## src/twcra_params.svh

```systemverilog
// Constants of the two-wire command and register-access port
`ifndef TWCRA_PARAMS_SVH
`define TWCRA_PARAMS_SVH

// System clock rate and documented times in their own units
`define TWCRA_CLK_MHZ         100
`define TWCRA_CORE_WAIT_US    1000
`define TWCRA_STOP_MS         2
`define TWCRA_CORE_WAIT_CYC   (`TWCRA_CORE_WAIT_US * `TWCRA_CLK_MHZ)
`define TWCRA_STOP_CYC        (`TWCRA_STOP_MS * 1000 * `TWCRA_CLK_MHZ)

// Frame shape
`define TWCRA_FRAME_BITS      5'h10
`define TWCRA_HALF_BITS       5'h08
`define TWCRA_LAST_BIT        5'h0F
`define TWCRA_PRE_HALF_BIT    5'h07
`define TWCRA_ZERO_RUN        6'h20

// Special command words
`define TWCRA_CMD_LINK_RST    16'h8D00
`define TWCRA_CMD_LINK_REL    16'h8D02
`define TWCRA_CMD_CORE_RST    16'hBD01

// Register addresses and values
`define TWCRA_ADDR_FEAT_ADDR  6'h18
`define TWCRA_ADDR_FEAT_LOW   6'h19
`define TWCRA_ADDR_FEAT_HIGH  6'h1A
`define TWCRA_ADDR_COMMIT     6'h25
`define TWCRA_ADDR_STATUS     6'h26
`define TWCRA_COMMIT_VAL      8'h01
`define TWCRA_STAGE_RESET     8'h00

// Feature register bank
`define TWCRA_FEAT_COUNT      21
`define TWCRA_FEAT_LAST       8'h15
`define TWCRA_FEAT_WIDTH      16

// Status register bit positions
`define TWCRA_ST_SLEEP        0
`define TWCRA_ST_CALIB        1
`define TWCRA_ST_TX           2
`define TWCRA_ST_EDGE_EN      3
`define TWCRA_ST_LINK_EN      4

`endif

```

## src/twcra_pkg.sv

```systemverilog
// Types shared by the two-wire command and register-access port
package twcra_pkg;

	// Core activity of the transmitter seen by this port
	typedef enum logic [1:0] {
		TWCRA_CORE_SLEEP = 2'b00,
		TWCRA_CORE_CALIB = 2'b01,
		TWCRA_CORE_TX    = 2'b10
	} twcra_core_state_type;

endpackage

```

## src/twcra_top.sv

```systemverilog
// Two-wire command and register-access port of a sub-GHz transmitter
`timescale 1ns/10ps
`include "twcra_params.svh"
module twcra_top
	import twcra_pkg::*;
#(
	parameter int CORE_WAIT_CYC = `TWCRA_CORE_WAIT_CYC,
	parameter int STOP_CYC      = `TWCRA_STOP_CYC
) (
	// System clock and reset
	input  wire logic        clk,
	input  wire logic        rst,
	// Two-wire port pins
	input  wire logic        sclk_in,
	input  wire logic        sdata_in,
	output logic             sdata_out_q,
	output logic             sdata_oe_q,
	// Start configuration: 1 starts on a rising data edge, 0 on a falling one
	input  wire logic        start_on_rise,
	// Core side
	output logic             core_reset_q,
	output logic             calib_busy_q,
	output logic             sleep_q,
	output logic             tx_active_q,
	output logic             tx_start_q,
	output logic             edge_trig_en_q,
	output logic             link_en_q,
	// Feature register read port
	input  wire logic [4:0]  feat_rd_idx,
	output logic      [15:0] feat_rd_data
);

	// Pin synchronisation and edge finding
	logic [1:0] pins_sync;
	logic       sclk_s;
	logic       din_s;
	logic       sclk_prev_q;
	logic       din_prev_q;
	logic       sclk_fall;
	logic       sclk_rise;

	twcra_sync #(
		.WIDTH (2)
	) u_sync (
		.clk      (clk),
		.rst      (rst),
		.async_in ({~sclk_in, sdata_in}), // Clock inverted so the reset level matches its idle
		.sync_out (pins_sync)
	);

	assign sclk_s = ~pins_sync[1];
	assign din_s  = pins_sync[0];

	// Previous levels for edge detection
	always_ff @(posedge clk) begin
		if (rst) begin
			sclk_prev_q <= 1'b1; // Idle high, so no false edge after reset
			din_prev_q  <= 1'b0;
		end else begin
			sclk_prev_q <= sclk_s;
			din_prev_q  <= din_s;
		end
	end

	assign sclk_fall = sclk_prev_q & ~sclk_s;
	assign sclk_rise = ~sclk_prev_q & sclk_s;

	// Frame shifter state
	logic [15:0] shift_q;
	logic [4:0]  bit_cnt_q;
	logic [5:0]  zero_run_q;
	logic        lr_armed_q;
	logic        rd_phase_q;
	logic [7:0]  rd_shift_q;
	logic [15:0] word_d;
	logic        arm_now;
	logic        frame_done;
	logic        lr_done;
	logic        rel_done;
	logic        core_done;
	logic        wr_done;
	logic        rd_start;

	// Staging and status
	logic [7:0] feat_addr_q;
	logic [7:0] feat_low_q;
	logic [7:0] feat_high_q;
	logic       feat_wr_q;
	twcra_core_state_type state_q;
	logic [$clog2(CORE_WAIT_CYC+1)-1:0] calib_cnt_q;
	logic [$clog2(STOP_CYC+1)-1:0]      stop_cnt_q;

	// Register read decode, unmapped addresses read zero
	function automatic logic [7:0] reg_read(input logic [5:0] addr);
		logic [7:0] v;
		v = 8'h00;
		case (addr)
			`TWCRA_ADDR_FEAT_ADDR: v = feat_addr_q;
			`TWCRA_ADDR_FEAT_LOW:  v = feat_low_q;
			`TWCRA_ADDR_FEAT_HIGH: v = feat_high_q;
			`TWCRA_ADDR_STATUS: begin
				v[`TWCRA_ST_SLEEP]   = sleep_q;
				v[`TWCRA_ST_CALIB]   = calib_busy_q;
				v[`TWCRA_ST_TX]      = tx_active_q;
				v[`TWCRA_ST_EDGE_EN] = edge_trig_en_q;
				v[`TWCRA_ST_LINK_EN] = link_en_q;
			end
			default: v = 8'h00;
		endcase
		return v;
	endfunction

	// Frame decode from the bit being sampled now
	assign word_d     = {shift_q[14:0], din_s};
	assign arm_now    = sclk_fall && din_s && (zero_run_q == `TWCRA_ZERO_RUN);
	assign frame_done = sclk_fall && !arm_now && (bit_cnt_q == `TWCRA_LAST_BIT);
	assign lr_done    = frame_done && lr_armed_q && (word_d == `TWCRA_CMD_LINK_RST);
	assign rel_done   = frame_done && link_en_q && !lr_done
		&& (word_d == `TWCRA_CMD_LINK_REL);
	assign core_done  = frame_done && link_en_q && !lr_done
		&& (word_d == `TWCRA_CMD_CORE_RST);
	assign wr_done    = frame_done && link_en_q && !lr_done && !rel_done && !core_done
		&& (word_d[15:14] == 2'b10);
	assign rd_start   = sclk_fall && !arm_now && link_en_q
		&& (bit_cnt_q == `TWCRA_PRE_HALF_BIT) && (word_d[7:6] == 2'b11);

	// Run of low samples; saturates so a long low stretch still qualifies
	always_ff @(posedge clk) begin
		if (rst) begin
			zero_run_q <= 6'h00;
		end else if (sclk_fall) begin
			if (din_s) begin
				zero_run_q <= 6'h00;
			end else if (zero_run_q != `TWCRA_ZERO_RUN) begin
				zero_run_q <= zero_run_q + 6'h01;
			end
		end
	end

	// Bit counter and shifter; a qualifying low run restarts the frame
	always_ff @(posedge clk) begin
		if (rst) begin
			shift_q    <= 16'h0000;
			bit_cnt_q  <= 5'h00;
			lr_armed_q <= 1'b0;
		end else if (arm_now) begin
			shift_q    <= 16'h0001;
			bit_cnt_q  <= 5'h01;
			lr_armed_q <= 1'b1;
		end else if (frame_done) begin
			shift_q    <= word_d;
			bit_cnt_q  <= 5'h00;
			lr_armed_q <= 1'b0;
		end else if (sclk_fall) begin
			shift_q    <= word_d;
			bit_cnt_q  <= bit_cnt_q + 5'h01;
		end
	end

	// Link enable and edge start enable
	always_ff @(posedge clk) begin
		if (rst) begin
			link_en_q      <= 1'b1;
			edge_trig_en_q <= 1'b0;
		end else if (lr_done) begin
			link_en_q      <= 1'b1;
			edge_trig_en_q <= 1'b0;
		end else if (rel_done) begin
			link_en_q      <= 1'b0;
			edge_trig_en_q <= 1'b1;
		end
	end

	// Read data phase: drive on host rising edges, release at frame end
	always_ff @(posedge clk) begin
		if (rst) begin
			rd_phase_q  <= 1'b0;
			rd_shift_q  <= 8'h00;
			sdata_out_q <= 1'b0;
			sdata_oe_q  <= 1'b0;
		end else if (frame_done || arm_now) begin
			rd_phase_q  <= 1'b0;
			sdata_oe_q  <= 1'b0;
			sdata_out_q <= 1'b0;
		end else if (rd_start) begin
			rd_phase_q  <= 1'b1;
			rd_shift_q  <= reg_read(word_d[5:0]);
		end else if (rd_phase_q && sclk_rise) begin
			sdata_oe_q  <= 1'b1;
			sdata_out_q <= rd_shift_q[7];
			rd_shift_q  <= {rd_shift_q[6:0], 1'b0};
		end
	end

	// Staging registers; core reset clears them with the rest of the core
	always_ff @(posedge clk) begin
		if (rst || core_reset_q) begin
			feat_addr_q <= `TWCRA_STAGE_RESET;
			feat_low_q  <= `TWCRA_STAGE_RESET;
			feat_high_q <= `TWCRA_STAGE_RESET;
		end else if (wr_done) begin
			case (word_d[13:8])
				`TWCRA_ADDR_FEAT_ADDR: feat_addr_q <= word_d[7:0];
				`TWCRA_ADDR_FEAT_LOW:  feat_low_q  <= word_d[7:0];
				`TWCRA_ADDR_FEAT_HIGH: feat_high_q <= word_d[7:0];
				default: ;
			endcase
		end
	end

	// Commit strobe; staged address beyond the bank is dropped
	always_ff @(posedge clk) begin
		if (rst) begin
			feat_wr_q <= 1'b0;
		end else begin
			feat_wr_q <= wr_done && (word_d[13:8] == `TWCRA_ADDR_COMMIT)
				&& (word_d[7:0] == `TWCRA_COMMIT_VAL)
				&& (feat_addr_q <= `TWCRA_FEAT_LAST);
		end
	end

	twcra_feature_bank #(
		.WIDTH (`TWCRA_FEAT_WIDTH),
		.DEPTH (`TWCRA_FEAT_COUNT)
	) u_bank (
		.clk     (clk),
		.rst     (rst),
		.clear   (core_reset_q),
		.wr_en   (feat_wr_q),
		.wr_idx  (feat_addr_q[4:0]),
		.wr_data ({feat_high_q, feat_low_q}),
		.rd_idx  (feat_rd_idx),
		.rd_data (feat_rd_data)
	);

	// One-cycle core reset pulse
	always_ff @(posedge clk) begin
		if (rst) begin
			core_reset_q <= 1'b0;
		end else begin
			core_reset_q <= core_done;
		end
	end

	// Core activity: edge start, stop by low data, calibration after core reset
	always_ff @(posedge clk) begin
		if (rst) begin
			state_q     <= TWCRA_CORE_SLEEP;
			calib_cnt_q <= '0;
			stop_cnt_q  <= '0;
		end else if (core_done) begin
			state_q     <= TWCRA_CORE_CALIB;
			calib_cnt_q <= '0;
			stop_cnt_q  <= '0;
		end else begin
			unique case (state_q)
				TWCRA_CORE_SLEEP: begin
					stop_cnt_q <= '0;
					if (edge_trig_en_q && (start_on_rise ? (din_s && !din_prev_q)
						: (!din_s && din_prev_q))) begin
						state_q <= TWCRA_CORE_TX;
					end
				end
				TWCRA_CORE_CALIB: begin
					if (int'(calib_cnt_q) == CORE_WAIT_CYC - 1) begin
						state_q <= TWCRA_CORE_SLEEP;
					end else begin
						calib_cnt_q <= calib_cnt_q + 1'b1;
					end
				end
				TWCRA_CORE_TX: begin
					if (din_s) begin
						stop_cnt_q <= '0;
					end else if (int'(stop_cnt_q) == STOP_CYC - 1) begin
						state_q <= TWCRA_CORE_SLEEP;
					end else begin
						stop_cnt_q <= stop_cnt_q + 1'b1;
					end
				end
				default: state_q <= TWCRA_CORE_SLEEP;
			endcase
		end
	end

	// Core status outputs registered from the current state, one cycle behind it
	always_ff @(posedge clk) begin
		if (rst) begin
			sleep_q      <= 1'b1;
			calib_busy_q <= 1'b0;
			tx_active_q  <= 1'b0;
			tx_start_q   <= 1'b0;
		end else begin
			sleep_q      <= (state_q == TWCRA_CORE_SLEEP);
			calib_busy_q <= (state_q == TWCRA_CORE_CALIB);
			tx_active_q  <= (state_q == TWCRA_CORE_TX);
			tx_start_q   <= (state_q == TWCRA_CORE_TX) && !tx_active_q;
		end
	end

	// Checks
	AST_LINK_RST_RESTART: assert property (@(posedge clk) disable iff (rst)
		lr_done |=> (bit_cnt_q == 5'h00) && link_en_q && !edge_trig_en_q)
		else $error("link reset did not restart the frame");
	AST_RELEASE_EDGE: assert property (@(posedge clk) disable iff (rst)
		rel_done |=> !link_en_q && edge_trig_en_q ##1 edge_trig_en_q)
		else $error("link release did not enable edge start");
	AST_CORE_RST_CALIB: assert property (@(posedge clk) disable iff (rst)
		core_done |=> core_reset_q && (state_q == TWCRA_CORE_CALIB) ##1 calib_busy_q)
		else $error("core reset did not start calibration");
	AST_CALIB_TO_SLEEP: assert property (@(posedge clk) disable iff (rst)
		(state_q == TWCRA_CORE_CALIB) && (int'(calib_cnt_q) == CORE_WAIT_CYC - 1)
		&& !core_done |=> ##1 sleep_q && !calib_busy_q)
		else $error("device not asleep after core reset wait");
	AST_SAMPLE_ON_FALL: assert property (@(posedge clk) disable iff (rst)
		!sclk_fall |=> $stable(bit_cnt_q) && $stable(shift_q))
		else $error("frame advanced without a clock falling edge");
	AST_READ_DRIVE: assert property (@(posedge clk) disable iff (rst)
		rd_phase_q && sclk_rise && !frame_done |=> sdata_oe_q
		&& (sdata_out_q == $past(rd_shift_q[7])))
		else $error("read data bit not driven");
	AST_FRAME_RELEASE: assert property (@(posedge clk) disable iff (rst)
		frame_done |=> !sdata_oe_q && !rd_phase_q)
		else $error("data line not released at frame end");
	AST_WRITE_LOW: assert property (@(posedge clk) disable iff (rst)
		wr_done && (word_d[13:8] == `TWCRA_ADDR_FEAT_LOW)
		|=> feat_low_q == $past(word_d[7:0]))
		else $error("low staging byte not stored");
	AST_COMMIT: assert property (@(posedge clk) disable iff (rst)
		wr_done && (word_d[13:8] == `TWCRA_ADDR_COMMIT)
		&& (word_d[7:0] == `TWCRA_COMMIT_VAL) && (feat_addr_q <= `TWCRA_FEAT_LAST)
		|=> feat_wr_q)
		else $error("commit did not write the feature register");
	AST_STOP_SLEEP: assert property (@(posedge clk) disable iff (rst)
		(state_q == TWCRA_CORE_TX) && !din_s && (int'(stop_cnt_q) == STOP_CYC - 1)
		&& !core_done |=> ##1 sleep_q && !tx_active_q)
		else $error("stop interval did not put device to sleep");
	AST_LINK_EXCLUSIVE: assert property (@(posedge clk) disable iff (rst)
		!(link_en_q && edge_trig_en_q))
		else $error("link and edge start enabled together");

endmodule // twcra_top

```

## src/twcra_sync.sv

```systemverilog
// Two-flop synchroniser for pin levels
`timescale 1ns/10ps
module twcra_sync #(
	parameter int WIDTH = 2
) (
	// Clock and reset
	input  wire logic             clk,
	input  wire logic             rst,
	// Asynchronous levels in, synchronised levels out
	input  wire logic [WIDTH-1:0] async_in,
	output logic      [WIDTH-1:0] sync_out
);

	logic [WIDTH-1:0] meta_q;

	// First stage feeds only the second stage
	always_ff @(posedge clk) begin
		if (rst) begin
			meta_q   <= '0;
			sync_out <= '0;
		end else begin
			meta_q   <= async_in;
			sync_out <= meta_q;
		end
	end

endmodule // twcra_sync

```

## src/twcra_feature_bank.sv

```systemverilog
// Bank of 16-bit feature registers written by commit
`timescale 1ns/10ps
module twcra_feature_bank #(
	parameter int WIDTH = 16,
	parameter int DEPTH = 21
) (
	// Clock and reset
	input  wire logic                     clk,
	input  wire logic                     rst,
	// Core reset clears the bank
	input  wire logic                     clear,
	// Write port
	input  wire logic                     wr_en,
	input  wire logic [$clog2(DEPTH)-1:0] wr_idx,
	input  wire logic [WIDTH-1:0]         wr_data,
	// Read port for the transmitter core
	input  wire logic [$clog2(DEPTH)-1:0] rd_idx,
	output logic      [WIDTH-1:0]         rd_data
);

	logic [WIDTH-1:0] mem_q [DEPTH];

	// Storage; reset or core reset returns every entry to zero
	always_ff @(posedge clk) begin
		if (rst || clear) begin
			for (int i = 0; i < DEPTH; i++) begin
				mem_q[i] <= '0;
			end
		end else if (wr_en && (int'(wr_idx) < DEPTH)) begin
			mem_q[wr_idx] <= wr_data;
		end
	end

	// Registered read; out-of-range index reads zero
	always_ff @(posedge clk) begin
		if (rst) begin
			rd_data <= '0;
		end else if (int'(rd_idx) < DEPTH) begin
			rd_data <= mem_q[rd_idx];
		end else begin
			rd_data <= '0;
		end
	end

endmodule // twcra_feature_bank

```

## config.mk

```make
export PLATFORM = sky130hd
export DESIGN_NAME = twcra_top
export DESIGN_NICKNAME = d
export VERILOG_FILES = /design/src/twcra_pkg.sv /design/src/twcra_top.sv /design/src/twcra_sync.sv /design/src/twcra_feature_bank.sv
export VERILOG_INCLUDE_DIRS = /design/src
export SDC_FILE = /design/constraint.sdc
export NUM_CORES = 1
export LEC_CHECK = 0
export ABC_AREA = 1
export BUFFER_PORTS_ARGS = -buffer_cell sky130_fd_sc_hd__clkbuf_2
export CAP_MARGIN = 0
export CELL_PAD_IN_SITES_DETAIL_PLACEMENT = 1
export CELL_PAD_IN_SITES_GLOBAL_PLACEMENT = 2
export CORE_MARGIN = 1
export CORE_UTILIZATION = 42
export CTS_CLUSTER_SIZE = 30
export DETAILED_ROUTE_END_ITERATION = 10
export GPL_TIMING_DRIVEN = 0
export PLACE_DENSITY_LB_ADDON = 0.1
export SETUP_SLACK_MARGIN = 0.5
export SLEW_MARGIN = 10
export SYNTH_ARGS = -nofsm -noshare
export SYNTH_HDL_FRONTEND = slang
export SYNTH_SLANG_ARGS = --single-unit
```

## constraint.sdc

```tcl
create_clock -name clk -period 5.09 [get_ports clk]
set_clock_uncertainty 0.2 [all_clocks]
set_input_delay 1.018 -clock clk [delete_from_list [all_inputs] [get_ports clk]]
set_output_delay 1.018 -clock clk [all_outputs]
set_load 0.005 [all_outputs]
```

==> impl_metrics.yaml, run 1 <==
final_layout:
  fin_util_pct: 48.4
  synthToLayoutAreaGrowth_pct: 13.0
  diodes: 0
  final_cell_mix: "nor2_1 (704), edfxtp_1 (336), nand2_1 (332)"
  final_common_cell: "nor2_1"
  final_cells: 3166
  nNetsFinal: 2474
  drive_gt1_share_pct: 7.43
sta:
  hold_viol: 0
  setup_tns_ns: 0
  worst_slew_pin_slew_ns: 1.29
  slew_viol_final: 0
  whs_ns: 0.208
  maxSlewHeadroom_pct: 14.2
  finalCriticalPeriod_ns: 4.36
  fin_crit_sh_pct: 85.6
  clock.fmax_mhz: 230
  finalSetupViolations: 0
  rsz0062_at_grt: "false"
placed_design:
  dpl.cell_count: 3068
  port-buffer-count: 30
  place.gp.congestion: 0.907
  dp_hpwl_mm: 53.5
power_and_ir_drop:
  p_per_area_nw_per_um2: 360
  leakage_nw: 8.30
  ir_drop_v: 0.000237
logic_synthesis:
  synthesis.instances: 2374
  netlist_area_sq_um: 21100
  ys_seq_area_share_pct: 60.2
  avgSynthCellArea_sq_um: 8.87
  ys_seq_elements: 465
  yosysUniqueCellTypes: 43
  synth_fp_nets: 2390
  yosys_warnings: 0
detailed_routing:
  num_vias: 17599
  viasPerCell: 5.56
  routed_wl_mm: 75.3
  ant_nets: 0
  drc: 0
  dr.pass1.iters: 5
  drtIter0Drc: 1527
  routedWlPerCell_um: 23.8
worst_setup_path:
  worst_setup_path_start_kind: "input port"
  worstPathArrival_ns: 4.39
  critPathRequiredTime_ns: 5.12
  endpoint_kind: "flip-flop"
  worstPathMaxFanout: 16
  crit_type: "input port to flip-flop"
die:
  die_x_um: 226
  dieArea_sq_um: 51000
  die_height_um: 226
  start_util_pct: 42.8
  fp-row-count: 81
  top_level_ports: 35
  core-area_sq_um: 49200
clocking:
  postCtsSetupBuffers: 0
  htreeDepth: 2
  cts_buffer_depth: 3
  ctsHoldBuffers: 0
  clk_latency_ns: 0.60
  clock_sinks: 465
  root_buffer: "clkbuf_16"
  cts_buffers: 52
  postCtsResizedCells: 0
  cts.clk_slew.worst_paths_ns: 0.06
  cts_tree: "yes"
global_routing:
  grt-ovfl-total: 0
  grt_use_met3_pct: 3.88
  met1_usage_pct: 39.4
  antenna_found_initial: 1
  grt_pass1_vias: 17666
  busiest_layer: "met2"
  grt_first_pass_wirelength_mm: 111
  grt_usage_pct: 30.0
  grt_max_degree: 17
  grt_use_met2_pct: 50.3
status:
  status: "complete, no violations"
worst_hold_path:
  hp-class: "flip-flop to flip-flop"
run:
  cap_violations: 0
logic make-up after synthesis:
group | Yosys count | synth area share, %
XOR/XNOR | 20 | 0.832
AO/OA/AOI/OAI | 347 | 8.70
adder cells (fa/ha/maj) | 6 | 0.357
AND/OR/NAND/NOR | 1253 | 24.6
buffers and inverters | 283 | 5.32
flip-flops | 465 | 60.2
final cells by class:
type | instances | area [sq um]
sequential | 465 | 12700
fill | 5723 | 25400
clock buffer | 75 | 1540
multi-input combinational | 1626 | 7260
buffer | 149 | 618
clock inverter | 23 | 221
tap | 664 | 831
inverter | 134 | 503
timing repair buffer | 30 | 150
path summary, 6_finish.rpt:
path / from / end / slack, ns / cells past startpoint
worst max-delay path: rst / u_bank.mem_q[15][2] / 0.73 / 7
worst min-delay path: u_sync.meta_q[0] / u_sync.sync_out[0] / 0.21 / 2
worst max register to register: core_reset_q / u_bank.mem_q[15][2] / 1.07 / 6
worst min register to register: u_sync.meta_q[0] / u_sync.sync_out[0] / 0.21 / 2
routing by layer:
metal / part of all wire [%] / vias to the layer above
met5: 0 / -
met2: 48 / 583
met1: 42 / 8791
li1: - / 8083
met4: 4.1 / 0
met3: 6.2 / 142
worst max-delay path, cell delays in order:
cell	delay, ns
buf_2	0.22
nor2_8	0.28
nand3_4	0.13
nor3_1	0.89
nand2_1	0.63
clkbuf_1	0.45
nand2_1	0.75
through the flow:
stage | instance area [sq um] | worst slack [ns] | power (mW)
after floorplan | 21100 | 1.84 | 4.54
after global placement | 22000 | 0.215 | 4.74
after detailed placement | 22000 | 0.188 | 4.76
after CTS | 23800 | 0.837 | 8.61
after global routing | 23800 | 0.565 | 8.77
final | 23800 | 0.733 | 8.57
sequential cells by signal, indices dropped and copies added, names as in the netlist, 2 cells and up:
register         flops
bit_cnt_q            5
calib_cnt_q         17
feat_addr_q          8
feat_high_q          8
feat_low_q           8
rd_shift_q           8
shift_q             15
state_q              2
stop_cnt_q          18
u_bank.mem_q       336
u_bank.rd_data      16
u_sync.meta_q        2
u_sync.sync_out      2
zero_run_q           6
power breakdown:
group	internal, mW	switching [mW]	total [mW]
Clock	2.31	1.58	3.89
Combinational	0.101	0.370	0.471
Sequential	4.18	0.0370	4.22
Total	6.59	1.99	8.57
synthesized netlist by cell type, drive strengths merged:
master | n | area [sq um]
nor2 | 730 | 2820
nand2 | 337 | 1300
edfxtp | 336 | 10100
o21ai | 189 | 946
inv | 131 | 492
dfxtp | 129 | 2580
clkbuf | 115 | 432
a21oi | 102 | 514
nand3 | 99 | 523
o22ai | 46 | 288
nand4 | 44 | 282
buf | 34 | 186
nor3 | 31 | 171
xor2 | 17 | 149
ha | 6 | 75.1
nor4 | 6 | 43.8
or2 | 5 | 31.3
clkinv | 3 | 11.3
o2111ai | 3 | 26.3
xnor2 | 3 | 26.3
o211ai | 2 | 15.0
a211oi | 1 | 7.51
a21o | 1 | 7.51
a31oi | 1 | 12.5
nand3b | 1 | 7.51
o21a | 1 | 7.51
o21bai | 1 | 7.51
Note: power is estimated with default switching activity, not from simulation.
==> run 2: changes to the inputs <==
ABC_AREA = unset   (was 1)
CORE_UTILIZATION = 45   (was 42)
==> impl_metrics.yaml, run 2 <==
status:
  status: "complete, no violations"
final_layout:
  synthToLayoutAreaGrowth_pct: 13.8
  fillers: 4668
  largest_reg_flops: 336
  nNetsFinal: 1801
  final_cell_mix: "and2_1 (341), edfxtp_1 (336), dfxtp_1 (129)"
  fin_util_pct: 52.4
  largest_registers: "u_bank.mem_q: 336 flops, stop_cnt_q: 18 flops, calib_cnt_q: 17 flops"
  multi_input_area_sq_um: 7870
  drive_gt1_share_pct: 14.7
  ff_latch_area_sq_um: 12700
  final_common_cell: "and2_1"
  largest-register: "u_bank.mem_q"
run:
  cap_violations: 0
worst_setup_path:
  r2r-end: "u_bank.mem_q[10][11]"
  critPathRequiredTime_ns: 5.26
  rrSetupSlack_ns: 1.89
  worst_setup_path_start_kind: "input port"
  crit_type: "input port to flip-flop"
  r2r_start: "feat_addr_q[1]"
  worstPathArrival_ns: 3.73
  rr_worst_depth: 7
  endpoint_kind: "flip-flop"
  worstPathMaxFanout: 10
placed_design:
  place.gp.congestion: 0.859
  port-buffer-count: 29
  pre_cts_ws_ns: 1.12
  dp_hpwl_mm: 43.1
sta:
  finalCriticalPeriod_ns: 3.56
  maxSlewHeadroom_pct: 15.5
  fin_crit_sh_pct: 69.9
  slew_viol_final: 0
  clock.fmax_mhz: 281
  worst_slew_pin_slew_ns: 1.24
  layout_setup_ws_ns: 1.53
  finalSetupViolations: 0
  setup_tns_ns: 0
  hold_viol: 0
  rsz0062_at_grt: "false"
clocking:
  postCtsResizedCells: 0
  ctsHoldBuffers: 0
  cts_buffer_depth: 3
  cts_tree: "yes"
  clock_sinks: 465
  cts.clk_slew.worst_paths_ns: 0.06
  postCtsSetupBuffers: 0
  clk_latency_ns: 0.60
  root_buffer: "clkbuf_16"
  cts_buffers: 51
  htreeDepth: 2
worst_hold_path:
  hp-class: "flip-flop to flip-flop"
  min_path_cells: 1
  min_from: "u_sync.sync_out[1]"
  hold-path-endpoint: "sclk_prev_q"
logic_synthesis:
  async_flop_share_pct: 0
  yosys-top-cells-count: "and2_1 (341), edfxtp_1 (336), dfxtp_1 (129)"
  synthesis.instances: 1683
  ys.flop_type: "edfxtp_1"
  synth_area_leaders: "edfxtp_1 (48%), dfxtp_1 (12%), and2_1 (10%)"
  yosys_warnings: 0
  avgSynthCellArea_sq_um: 12.5
  synth_top_cell_area_share_pct: 47.9
  synth.most_common_cell: "and2_1"
  synth_fp_nets: 1699
  yosysUniqueCellTypes: 78
  ys_seq_area_share_pct: 60.1
  yosysTopAreaCell: "edfxtp_1"
  synth-edff-count: 336
  ys_seq_elements: 465
  netlist_area_sq_um: 21100
die:
  start_util_pct: 46.1
  top_level_ports: 35
  die_height_um: 218
  core-area_sq_um: 45800
  fp-row-count: 78
  dieArea_sq_um: 47700
  die_x_um: 218
global_routing:
  grt_pass1_vias: 14458
  grt_first_pass_wirelength_mm: 92.8
  grt_usage_pct: 26.8
  antenna_found_initial: 2
  grt_max_degree: 17
  grt-ovfl-total: 0
detailed_routing:
  wl_met1_mm: 26.3
  wl_met2_mm: 31.7
  maxUsedRoutingLayer: "met4"
  routed_wl_mm: 62.4
  drtIter0Drc: 1154
  drc: 0
  wl_met3_mm: 2.93
  dr.pass1.iters: 6
  ant_nets: 0
  viasPerCell: 5.66
  routedWlPerCell_um: 25.7
  num_vias: 13751
power_and_ir_drop:
  power.total_mw: 8.37
  p_per_area_nw_per_um2: 349
  ir_drop_v: 0.000293
  leakage_nw: 8.48
[run 2: routing by layer]
metal / GRT usage [%] / up-vias
met2: 47.0 / 320
met3: 4.09 / 83
met5: 0 / -
li1: - / 6287
met4: 7.25 / 0
met1: 34.3 / 7061
[run 2: report_power, final]
part	internal [mW]	total (mW)	switching (mW)
Combinational	0.182	0.470	0.288
Clock	2.12	3.66	1.54
Sequential	4.20	4.24	0.0443
Total	6.50	8.37	1.87
[run 2: final cells by class]
class	count	share of cell area (%)
Antenna cell	2	0.0209
Buffer	131	2.40
Clock buffer	73	6.17
Clock inverter	22	0.714
Inverter	9	0.141
Multi-Input combinational cell	1078	32.8
Sequential cell	465	52.8
Tap cell	600	3.13
Timing Repair Buffer	49	1.81
[run 2: stage by stage]
step / std cells / hold slack, ns / instance area (sq um)
after floorplan: 1683 / 0.192 / 21100
after global placement: 2312 / 0.210 / 22000
after detailed placement: 2332 / 0.219 / 22300
after CTS: 2427 / 0.232 / 24000
after global routing: 2427 / 0.252 / 24000
final: 2429 / 0.232 / 24000
[run 2: cell families after synthesis]
family,count (synthesis),share of synthesized area [%]
muxes,151,10.7
buffers and inverters,140,2.90
and+or+nand+nor,709,19.2
adders and majority gates,6,0.356
xor gates and xnor gates,23,0.956
AOI/OAI and AO/OA,189,5.77
DFF,465,60.1
[run 2: how the worst max path moves through the flow]
stage / from / cells after the start / endpoint
after CTS: feat_rd_idx[2] / 8 / u_bank.rd_data[3]
after global placement: rst / 6 / u_bank.mem_q[8][6]
after detailed placement: feat_rd_idx[1] / 7 / u_bank.rd_data[11]
after global routing: feat_rd_idx[2] / 8 / u_bank.rd_data[3]
after floorplan: rst / 6 / u_bank.mem_q[18][0]
final: feat_rd_idx[2] / 8 / u_bank.rd_data[3]
[run 2: critical path, cell delays in order]
cell,delay [ns]
clkbuf_1,0.38
nand2b_1,0.12
clkbuf_1,0.31
nor2_1,0.24
buf_2,0.27
a21oi_1,0.14
o21a_1,0.22
a2111oi_0,1.03
==> run 3: changes to the inputs <==
CORE_UTILIZATION = 43   (was 45)
clock period = 3.3 ns   (was 5.09 ns; I/O delays follow)
==> impl_metrics.yaml, run 3 (synthesized netlist as in run 2, its figures left out) <==
status:
  status: "complete, no violations"
die:
  die_height_um: 223
  fp-row-count: 80
  die_x_um: 223
  top_level_ports: 35
  start_util_pct: 43.9
  core-area_sq_um: 48000
  dieArea_sq_um: 49900
placed_design:
  dpl.cell_count: 2334
  dp_hpwl_mm: 42.6
  port-buffer-count: 29
  pre_cts_ws_ns: -0.525
  place_area_sq_um: 22200
  place.gp.congestion: 0.858
worst_setup_path:
  crit_buf_inv: 2
  cp_cell_sequence: "nor2_4 -> clkbuf_1 -> o21ai_2 -> buf_8"
  r2r-end: "u_bank.mem_q[11][8]"
  cp.depth: 4
  r2r_start: "core_reset_q"
  critPathRequiredTime_ns: 3.46
  worst_setup_path_start_kind: "flip-flop"
  cp_slowest_stage_delay_ns: 1.09
  crit_type: "flip-flop to flip-flop"
  endpoint: "u_bank.mem_q[11][8]"
  worst_path_dominant_cell_family: "buffers and inverters"
  rrSetupSlack_ns: 0.52
  crit_start: "core_reset_q"
  worstPathMaxFanout: 11
  endpoint_kind: "flip-flop"
  worstPathArrival_ns: 2.94
  rr_worst_depth: 4
  crit_slowest_cell: "clkbuf_1"
clocking:
  cts_buffer_depth: 3
  clock_sinks: 465
  cts_buffers: 51
  root_buffer: "clkbuf_16"
  htreeDepth: 2
  clk_latency_ns: 0.60
  cts.clk_slew.worst_paths_ns: 0.06
  cts_tree: "yes"
run:
  cap_violations: 0
detailed_routing:
  routed_wl_mm: 62.7
  ant_nets: 0
  routedWlPerCell_um: 25.7
  num_vias: 13818
  drtIter0Drc: 919
  dr.pass1.iters: 4
  viasPerCell: 5.65
  drc: 0
power_and_ir_drop:
  p_per_area_nw_per_um2: 542
  p_comb_share_pct: 5.5
  power.total_mw: 13.2
  p_sw_mw: 2.92
  p_int_mw: 10.3
  pwr-share-seq_pct: 49.5
  ir_drop_v: 0.000404
  leakage_nw: 8.58
  swShare_pct: 22.1
  clock_power_share_pct: 44.9
sta:
  hold_viol: 0
  slew_viol_final: 0
  finalCriticalPeriod_ns: 2.78
  clock.fmax_mhz: 360
  setup_tns_ns: 0
  rsz0062_at_grt: "true"
  layout_setup_ws_ns: 0.524
  whs_ns: 0.0794
  finalSetupViolations: 0
  maxSlewHeadroom_pct: 2.57
  fin_crit_sh_pct: 84.1
  worst_slew_pin_slew_ns: 1.46
worst_hold_path:
  min_from: "sdata_in"
  hp-class: "input port to flip-flop"
final_layout:
  final_cells: 2444
  largest_reg_flops: 336
  fin_area_sq_um: 24300
  drive_gt1_share_pct: 17.3
  final_cell_mix: "and2_1 (341), edfxtp_1 (336), dfxtp_1 (128)"
  synthToLayoutAreaGrowth_pct: 15.5
  fin_util_pct: 50.7
  nNetsFinal: 1799
  largest_registers: "u_bank.mem_q: 336 flops, stop_cnt_q: 18 flops, calib_cnt_q: 17 flops"
  final_common_cell: "and2_1"
  largest-register: "u_bank.mem_q"
global_routing:
  antenna_found_initial: 0
  grt_first_pass_wirelength_mm: 92.3
  grt_pass1_vias: 14222
  grt_max_degree: 17
  grt_usage_pct: 25.4
  grt-ovfl-total: 0
-- run 3: cell types whose count changed in the layout (fill, tap and decap cells not counted), moves of 5 or more --
cell       delta
buf_8        -11
clkbuf_1     -17
buf_4         +6
clkinv_2      -5
nor2_4        +5
o21ai_4      +14
nor2_1       -16
clkbuf_2     +24
nor2_2       +11
o21ai_2      -13
a2111oi_0     -6
-- run 3: final cells by class --
cell class	instances	area, sq um
multi-input combinational	1078	8140
fill	4908	23700
tap	615	769
clock buffer	78	1500
inverter	9	33.8
antenna	3	7.51
sequential	465	12700
buffer	131	611
clock inverter	18	233
timing repair buffer	47	382
-- run 3: power groups by stage --
stage / sequential [mW] / clock [mW] / combinational (mW)
global placement: 6.65 / 0 / 0.684
finish: 6.54 / 5.93 / 0.730
floorplan: 6.64 / 0 / 0.428
CTS: 6.54 / 6.03 / 0.719
global route: 6.56 / 6.21 / 0.769
detailed placement: 6.66 / 0 / 0.706
-- run 3: worst min path at each step --
| stage | cells past startpoint | to | slack [ns] |
|---|---|---|---|
| floorplan | 1 | sclk_prev_q | 0.19 |
| global placement | 1 | sclk_prev_q | 0.22 |
| detailed placement | 1 | sclk_prev_q | 0.22 |
| CTS | 2 | u_sync.meta_q[0] | 0.05 |
| global route | 2 | u_sync.meta_q[0] | 0.1 |
| finish | 2 | u_sync.meta_q[0] | 0.08 |
-- run 3: what timing repair did --
item | CTS | global route
gates resized for setup | 40 | 61
hold endpoints to repair | 1 | 0
endpoints found under the setup margin | 453 | 316
hold buffers | 1 | 0
cloned | 0 | 0
setup buffers | 3 | 7
pin swaps | 3 | 3
-- run 3: layer usage --
layer	vias up	GRT usage [%]	wire, um
met4	0	8.71	1850
met3	91	2.92	2240
met1	7141	33.2	27500
li1	6302	-	-
met2	284	43.9	31200
met5	-	0	0
